===== src/bsf_pkg.sv =====
// Shared constants and carrier types for the bit-serial table filter
package bsf_pkg;

  localparam int DATA_W_DEF    = 8;   // Input sample width
  localparam int TAPS_DEF      = 16;  // Filter length
  localparam int SECTION_TAPS  = 8;   // Taps served by one table section
  localparam int PAIRS_PER_SEC = 4;   // Tap pairs addressing one table
  localparam int OUT_W_DEF     = 19;  // Full-precision output width
  localparam int COEF_W_DEF    = 8;   // Coefficient width
  localparam int DECIM_DEF     = 1;   // Decimation factor
  localparam int PAR_DEF       = 1;   // Computational chains (1 or 2)
  localparam int ACC_SHIFT_1   = 1;   // Accumulator shift, serial form
  localparam int ACC_SHIFT_2   = 2;   // Accumulator shift, two-chain form

  typedef enum logic [1:0] {
    BSF_IDLE,
    BSF_RUN,
    BSF_DONE
  } bsf_state_type;

  typedef struct packed {
    logic       first;    // Clears accumulator
    logic       add_sub;  // 1 add, 0 subtract sign slice
    logic       last;     // Final slice of this computation
  } bsf_ctrl_type;

endpackage : bsf_pkg


===== src/bsf_coef_table.sv =====
`timescale 1ns/1ps
// Precomputed partial-product table for one 8-tap section
module bsf_coef_table
  import bsf_pkg::*;
#(
  parameter int                 COEF_W = COEF_W_DEF,
  parameter logic signed [31:0] H0     = 32'sd1,
  parameter logic signed [31:0] H1     = 32'sd2,
  parameter logic signed [31:0] H2     = 32'sd3,
  parameter logic signed [31:0] H3     = 32'sd4
) (
  input  wire logic [3:0]          addr_in,
  output logic signed [COEF_W+1:0] sum_out
);

  logic signed [COEF_W+1:0] h0;
  logic signed [COEF_W+1:0] h1;
  logic signed [COEF_W+1:0] h2;
  logic signed [COEF_W+1:0] h3;

  assign h0 = H0[COEF_W+1:0];
  assign h1 = H1[COEF_W+1:0];
  assign h2 = H2[COEF_W+1:0];
  assign h3 = H3[COEF_W+1:0];

  // Folded into constants by synthesis since all coefficients are fixed
  always_comb begin
    sum_out = '0;
    if (addr_in[0]) sum_out = sum_out + h0;
    if (addr_in[1]) sum_out = sum_out + h1;
    if (addr_in[2]) sum_out = sum_out + h2;
    if (addr_in[3]) sum_out = sum_out + h3;
  end

endmodule : bsf_coef_table


===== src/bsf_slice_ctrl.sv =====
`timescale 1ns/1ps
// Bit-slice sequencer: accepts samples and steers add/subtract
module bsf_slice_ctrl
  import bsf_pkg::*;
#(
  parameter int SLICES = DATA_W_DEF + 1,
  parameter int DECIM  = DECIM_DEF
) (
  input  wire logic   sys_clk_in,
  input  wire logic   rst_in,
  input  wire logic   clk_en_in,
  input  wire logic   sample_valid_in,
  output logic        sample_take_out,
  output logic        load_out,
  output bsf_ctrl_type ctrl_out,
  output logic        result_keep_out
);

  localparam int CW = $clog2(SLICES + 1);
  localparam int DW = $clog2(DECIM + 1);

  bsf_state_type state_q;
  logic [CW-1:0] slice_q;
  logic [DW-1:0] phase_q;
  logic          busy_take;

  assign busy_take       = (state_q != BSF_RUN) && sample_valid_in;
  assign sample_take_out = busy_take;
  assign load_out        = busy_take;
  assign ctrl_out.first  = (state_q == BSF_RUN) && (slice_q == '0);
  assign ctrl_out.add_sub = !(slice_q == CW'(SLICES - 1));
  assign ctrl_out.last   = (state_q == BSF_RUN) && (slice_q == CW'(SLICES - 1));
  assign result_keep_out = (phase_q == '0);

  always_ff @(posedge sys_clk_in or posedge rst_in) begin
    if (rst_in) begin
      state_q <= BSF_IDLE;
      slice_q <= '0;
    end else if (clk_en_in) begin
      case (state_q)
        BSF_IDLE, BSF_DONE: begin
          slice_q <= '0;
          state_q <= busy_take ? BSF_RUN : BSF_IDLE;
        end
        BSF_RUN: begin
          // One slice per cycle; wider samples just add slices
          if (slice_q == CW'(SLICES - 1)) begin
            state_q <= BSF_DONE;
            slice_q <= '0;
          end else begin
            slice_q <= slice_q + CW'(1);
          end
        end
        default: state_q <= BSF_IDLE;
      endcase
    end
  end

  // Counts finished computations for simple decimation
  always_ff @(posedge sys_clk_in or posedge rst_in) begin
    if (rst_in) begin
      phase_q <= '0;
    end else if (clk_en_in && ctrl_out.last) begin
      phase_q <= (phase_q == DW'(DECIM - 1)) ? '0 : phase_q + DW'(1);
    end
  end

endmodule : bsf_slice_ctrl


===== src/bsf_filter.sv =====
`timescale 1ns/1ps
// Bit-serial symmetric FIR filter using table arithmetic
module bsf_filter
  import bsf_pkg::*;
#(
  parameter int DATA_W   = DATA_W_DEF,
  parameter int TAPS     = TAPS_DEF,
  parameter int OUT_W    = OUT_W_DEF,
  parameter int COEF_W   = COEF_W_DEF,
  parameter int PAR      = PAR_DEF,
  parameter bit ANTISYM  = 1'b0,
  parameter bit ODD_LEN  = 1'b0,
  parameter int DECIM    = DECIM_DEF,
  parameter bit DECIM2_EFF = 1'b0
) (
  input  wire logic                     sys_clk_in,
  input  wire logic                     rst_in,
  input  wire logic                     clk_en_in,
  input  wire logic signed [DATA_W-1:0] filter_input_sample_in,
  input  wire logic                     sample_valid_in,
  output logic                          sample_ready_out,
  output logic signed [OUT_W-1:0]       result_out,
  output logic                          result_valid_out
);

  // Two-chain form: sum width rounded up to even so sums split in pairs
  localparam int SUM_W   = DATA_W + 1;
  localparam int SUM_WP  = (PAR == 2) ? SUM_W + (SUM_W % 2) : SUM_W;
  localparam int SLICES  = SUM_WP / PAR;
  localparam int STAGES  = TAPS - (ODD_LEN ? 1 : 0);
  localparam int PAIRS   = TAPS / 2;
  localparam int SECS    = (PAIRS + PAIRS_PER_SEC - 1) / PAIRS_PER_SEC;
  localparam int PART_W  = COEF_W + 2 + $clog2(SECS + 1);
  localparam int ACC_W   = PART_W + SUM_WP + 1;
  localparam int SHIFT   = (PAR == 2) ? ACC_SHIFT_2 : ACC_SHIFT_1;

  logic signed [DATA_W-1:0] taps_q [STAGES];
  logic signed [SUM_WP-1:0] psum_q [SECS*PAIRS_PER_SEC];
  logic signed [ACC_W-1:0]  acc_q;
  logic signed [OUT_W-1:0]  result_q;
  logic                     valid_q;
  logic                     steer_q;
  logic                     load;
  logic                     take;
  logic                     keep;
  bsf_ctrl_type             ctrl;
  logic signed [PART_W-1:0] chain_sum [PAR];
  logic signed [ACC_W-1:0]  combined;
  logic signed [ACC_W-1:0]  acc_d;
  logic                     shift_en;

  bsf_slice_ctrl #(
    .SLICES (SLICES),
    .DECIM  (DECIM)
  ) u_ctrl (
    .sys_clk_in      (sys_clk_in),
    .rst_in          (rst_in),
    .clk_en_in       (clk_en_in),
    .sample_valid_in (sample_valid_in),
    .sample_take_out (take),
    .load_out        (load),
    .ctrl_out        (ctrl),
    .result_keep_out (keep)
  );

  assign sample_ready_out = take;

  // Toggle steering: only this bit moves at the input rate
  always_ff @(posedge sys_clk_in or posedge rst_in) begin
    if (rst_in) begin
      steer_q <= 1'b0;
    end else if (clk_en_in && take && DECIM2_EFF) begin
      steer_q <= ~steer_q;
    end
  end

  // Efficient decimator advances the even lanes on alternate samples only; odd lanes take the others
  assign shift_en = load && (!DECIM2_EFF || steer_q);

  // Tap delay line; in decimating mode new data skips a stage
  genvar gi;
  generate
    for (gi = 0; gi < STAGES; gi++) begin : g_tap
      // Source stage fixed at elaboration so no index ever falls off the line
      localparam int SRC      = (gi < 2) ? 0 : (DECIM2_EFF ? gi - 2 : gi - 1);
      localparam bit FROM_IN  = (gi == 0) || (DECIM2_EFF && gi == 1);
      localparam bit ODD_LANE = DECIM2_EFF && (gi % 2 == 1);
      always_ff @(posedge sys_clk_in or posedge rst_in) begin
        if (rst_in) begin
          taps_q[gi] <= '0;
        end else if (clk_en_in && load && (ODD_LANE ? !steer_q : shift_en)) begin
          taps_q[gi] <= FROM_IN ? filter_input_sample_in : taps_q[SRC];
        end
      end
    end
  endgenerate

  // Mirrored taps summed (or subtracted), then shifted out LSB first
  // Sums see the line as it stood before this take, so results lag one sample
  generate
    for (gi = 0; gi < SECS*PAIRS_PER_SEC; gi++) begin : g_pair
      always_ff @(posedge sys_clk_in or posedge rst_in) begin
        if (rst_in) begin
          psum_q[gi] <= '0;
        end else if (clk_en_in) begin
          if (gi >= PAIRS) begin
            psum_q[gi] <= '0;
          end else if (load) begin
            psum_q[gi] <= ANTISYM
              ? SUM_WP'($signed(taps_q[gi])) - SUM_WP'($signed(taps_q[STAGES-1-gi]))
              : SUM_WP'($signed(taps_q[gi])) + SUM_WP'($signed(taps_q[STAGES-1-gi]));
          end else begin
            psum_q[gi] <= psum_q[gi] >>> PAR;
          end
        end
      end
    end
  endgenerate

  // One table per section per chain, reused for every slice; chains see adjacent bits
  genvar ci, si;
  generate
    for (ci = 0; ci < PAR; ci++) begin : g_chain
      logic signed [COEF_W+1:0] part [SECS];
      for (si = 0; si < SECS; si++) begin : g_sec
        bsf_coef_table #(
          .COEF_W (COEF_W)
        ) u_tab (
          .addr_in ({psum_q[si*4+3][ci], psum_q[si*4+2][ci],
                     psum_q[si*4+1][ci], psum_q[si*4][ci]}),
          .sum_out (part[si])
        );
      end
      always_comb begin
        chain_sum[ci] = '0;
        for (int k = 0; k < SECS; k++) begin
          chain_sum[ci] = chain_sum[ci] + PART_W'(part[k]);
        end
      end
    end
  endgenerate

  // Top chain carries the sign bit on the last slice and is subtracted
  always_comb begin
    combined = '0;
    for (int c = 0; c < PAR; c++) begin
      if (c == PAR - 1 && !ctrl.add_sub) begin
        combined = combined - (ACC_W'(chain_sum[c]) <<< (SUM_WP - PAR + c));
      end else begin
        combined = combined + (ACC_W'(chain_sum[c]) <<< (SUM_WP - PAR + c));
      end
    end
  end

  // Scaling accumulator: halve (or quarter) then add
  always_comb begin
    if (ctrl.first) begin
      acc_d = combined;
    end else begin
      acc_d = (acc_q >>> SHIFT) + combined;
    end
  end

  always_ff @(posedge sys_clk_in or posedge rst_in) begin
    if (rst_in) begin
      acc_q <= '0;
    end else if (clk_en_in && (ctrl.first || ctrl.add_sub || ctrl.last) && !load) begin
      acc_q <= acc_d;
    end
  end

  // Result register keeps the low OUT_W bits; valid pulses one cycle
  always_ff @(posedge sys_clk_in or posedge rst_in) begin
    if (rst_in) begin
      result_q <= '0;
      valid_q  <= 1'b0;
    end else if (clk_en_in) begin
      valid_q <= ctrl.last && keep && !load;
      if (ctrl.last && keep && !load) begin
        result_q <= OUT_W'(acc_d);
      end
    end
  end

  assign result_out       = result_q;
  assign result_valid_out = valid_q;

endmodule : bsf_filter


===== config.mk =====
export PLATFORM = sky130hd
export DESIGN_NAME = bsf_filter
export DESIGN_NICKNAME = d
export VERILOG_FILES = /design/src/bsf_pkg.sv /design/src/bsf_coef_table.sv /design/src/bsf_slice_ctrl.sv /design/src/bsf_filter.sv
export SDC_FILE = /design/constraint.sdc
export NUM_CORES = 1
export LEC_CHECK = 0
export BUFFER_PORTS_ARGS = -buffer_cell sky130_fd_sc_hd__buf_2
export CAP_MARGIN = 5
export CORE_UTILIZATION = 68
export CTS_CLUSTER_DIAMETER = 50
export CTS_CLUSTER_SIZE = 20
export DETAILED_ROUTE_END_ITERATION = 7
export GPL_ROUTABILITY_DRIVEN = 0
export PLACE_DENSITY = 0.82
export SETUP_SLACK_MARGIN = 0.02
export SLEW_MARGIN = 20
export SYNTH_ARGS = -nofsm -noshare
export SYNTH_HDL_FRONTEND = slang
export SYNTH_HIERARCHICAL = 1
export SYNTH_SLANG_ARGS = --single-unit

===== constraint.sdc =====
create_clock -name sys_clk_in -period 13.8 [get_ports sys_clk_in]
set_input_delay 1.38 -clock sys_clk_in [delete_from_list [all_inputs] [get_ports sys_clk_in]]
set_output_delay 1.38 -clock sys_clk_in [all_outputs]
set_load 0.01 [all_outputs]

==> flow_metrics.tcl <==
set metrics [dict create \
    status "finished, final reports clean" \
    numCtsBuffers 28 \
    drv_slew 0 \
    final_nets 1445 \
    rsz0062_at_grt "false" \
    rr_worst_depth 18 \
    cts_hold_buf 0 \
    synth_ff_type "dfrtp_1" \
    p_per_area_nw_per_um2 241 \
    numClockSinks 247 \
    crit_chain "inv_1 > ha_1 > a21oi_1 > ha_1 > a211o_1 > o21ai_0 > xnor2_1 > nor4_1 > nor2_1 > xor2_1 > ha_1 > a21o_1 > a31oi_1 > o2111ai_1 > a21o_1 > a21oi_1 > xnor2_1 > a221o_1" \
    num_rows 51 \
    vias 9327 \
    power_frac_comb_pct 48.3 \
    critPathSlowestCell "nor4_1" \
    holdCritPathClass "flop to flop" \
    wirelength_um 25700 \
    power.total_uw 3630 \
    p_switching_uw 1480 \
    ys_ff_latch 247 \
    final_cell_mix "dfrtp_1 (247), a21oi_1 (132), mux2_2 (119), nor2_1 (96), ha_1 (95)" \
    r2r_start "psum_q[27]$_DFFE_PP0P_" \
    syn_to_final_growth_pct 9.55 \
    worst_clock_skew_ns 0.0166 \
    post_cts_buffers 0 \
    coreArea_um2 19700 \
    cp_max_fo 6 \
    die-area_um2 20800 \
    hpwl_um 16900 \
    slew_headroom_pct 40.3 \
    cap_violations 0 \
    synth-edff-count 0 \
    drc 0 \
    grt_usage_pct 26.4 \
    crit_family "compound AO/OA/AOI/OAI gates" \
    layout_commonest_cell "dfrtp_1" \
    slowest_delay_ns 0.55 \
    period_minus_slack_ns 4.76 \
    synth_cell_types 73 \
    worstSetupEndpointType "flop" \
    drt-initial-drc-count 482 \
    period_share_pct 34.5 \
    yosys_warnings 6 \
    port_buffers 32 \
    viasPerCell 5.78 \
    grt_overflow 0 \
    cts_htree_levels 1 \
    criticalPathCategory "flop to flop" \
    cts_resized 0 \
    p_seq_share_pct 30.5 \
    insertion_delay_ns 0.54 \
    wl_per_cell_um 15.9 \
    antennaDiodeCount 0 \
    drtAntennaViolNets 0 \
    antenna_found_initial 0 \
    peakVddDrop_mv 0.185 \
    min-delay-start "result_out[0]$_DFFE_PP0P_" \
    grt_pass1_wl_um 44600 \
    hold_viol 0 \
    clock_path_buffers 3 \
    synth_cells 1315 \
    worst_hold_path.num_cells 2 \
    grt_max_degree 104 \
    die_w_um 144 \
    cp_num_buf_inv 1 \
    hold_path_end "result_out[0]$_DFFE_PP0P_" \
    syn_area_um2 13800 \
    max_freq_mhz 210 \
    finish.utilization_pct 76.8 \
    r2r_slack_ns 9.04 \
    cts-root-buf "clkbuf_16" \
    leakage_uw 0.00743 \
    cp-start-kind "flop" \
    cts.clk_slew.worst_paths_ns 0.06 \
    crit_top_cell "ha_1" \
    synth-seq-area-share_pct 44.9 \
    switching_share_pct 40.6 \
    p_int_uw 2160 \
    clockPowerShare_pct 21.2 \
    dr.pass1.iters 5 \
    cp.required_ns 14.21 \
    cts_tree "done" \
    fp.dieH_um 144 \
    io_pins 33 \
    syn_avg_cell_area_um2 10.5 \
    setup_viol 0 \
    drive_above_1_share_pct 17.6 \
    async_flop_share_pct 100 \
    worstMarginPinSlew_ns 0.895 \
    timing.rr.end "acc_q[20]$_DFFE_PP0P_" \
    fin_tns_setup_ns 0 \
    start_util_pct 70.1 \
    grt_pass1_vias 9541 \
    critPathArrivalTime_ns 5.17 \
]
[cells in the mapped netlist, types with 3 or more instances]
cell	count	area, um2
buf_1	12	45.0
fa_1	10	200
nand2_1	83	312
buf_2	5	25.0
o21ai_1	4	20.0
nand3b_1	4	30.0
a21oi_1	132	661
clkbuf_1	38	143
a31oi_1	5	31.3
a2111oi_0	6	52.6
inv_1	76	285
o31a_1	3	26.3
mux2i_1	47	470
o211ai_1	3	22.5
nor2b_1	21	131
dfrtp_1	247	6180
or2_2	3	18.8
mux2_2	119	1340
ha_1	95	1190
xor2_1	20	175
conb_1	3	11.3
o21bai_1	15	113
nor3_1	10	50.1
nor2_1	96	360
nand2b_1	10	62.6
a21o_1	27	203
and3_1	5	31.3
a211oi_1	6	45.0
xnor2_1	52	455
buf_4	14	105
o21ai_0	82	410
nand3_1	11	55.1
[area by class of cell]
cell class | count | area, um2
timing repair buffer | 42 | 238
clock buffer | 33 | 771
tap | 265 | 332
inverter | 76 | 293
clock inverter | 19 | 213
fill | 1335 | 4570
multi-input combinational | 933 | 7060
sequential | 247 | 6180
[kinds of logic after synthesis]
logic type / share of synthesized area (%)
AO/OA/AOI/OAI: 14.2
XOR/XNOR: 4.70
adder cells (fa/ha/maj): 10.1
buffers and inverters: 4.38
flip-flops: 44.9
multiplexers: 13.1
other: 0.0818
AND/OR/NAND/NOR: 8.49
[worst max-delay path by stage]
stage	start	to	slack, ns	cells after the start
after global placement	psum_q[27]$_DFFE_PP0P_	acc_q[20]$_DFFE_PP0P_	9.27	18
after detailed placement	psum_q[27]$_DFFE_PP0P_	acc_q[20]$_DFFE_PP0P_	9.13	18
final	psum_q[27]$_DFFE_PP0P_	acc_q[20]$_DFFE_PP0P_	9.04	18
after CTS	psum_q[27]$_DFFE_PP0P_	acc_q[20]$_DFFE_PP0P_	9.07	18
after global routing	psum_q[27]$_DFFE_PP0P_	acc_q[20]$_DFFE_PP0P_	8.67	18
after floorplan	rst_in	acc_q[10]$_DFFE_PP0P_	5.80	1
[flip-flops by register name (all words and copies together), names as in the netlist]
signal            flops
u_ctrl/state_q        2
taps_q              128
result_valid_out      1
psum_q               72
u_ctrl/slice_q        4
acc_q                21
result_out           19
[tightest hold or removal path, cell delays in order, from the launching register on]
cell	delay [ns]
dfrtp_1	0.33
nand2_1	0.04
o21ai_0	0.06
[metal layers]
layer | part of all wire (%) | vias up | track usage [%]
li1 | - | 4592 | -
met1 | 45 | 4543 | 34.1
met2 | 50 | 141 | 46.6
met3 | 2.8 | 51 | 3.28
met4 | 2.6 | 0 | 7.81
met5 | 0 | - | 0
[power by group through the flow]
stage / Sequential (uW) / Combinational, uW / Clock, uW
finish: 1110 / 1750 / 771
global route: 1140 / 1990 / 815
CTS: 1110 / 1740 / 783
detailed placement: 1120 / 1710 / 0
global placement: 1110 / 1640 / 0
floorplan: 1080 / 1400 / 0
[metrics by stage]
stage	cell area [um2]	setup WS, ns	cells	hold WS, ns
final	15100	9.04	1615	0.473
after global routing	15100	8.67	1615	0.514
after CTS	15100	9.07	1615	0.480
after detailed placement	14100	9.13	1563	0.465
after global placement	14100	9.27	1563	0.457
after floorplan	13800	5.80	1325	0.450
No activity file was read; power rests on OpenSTA's default activity.
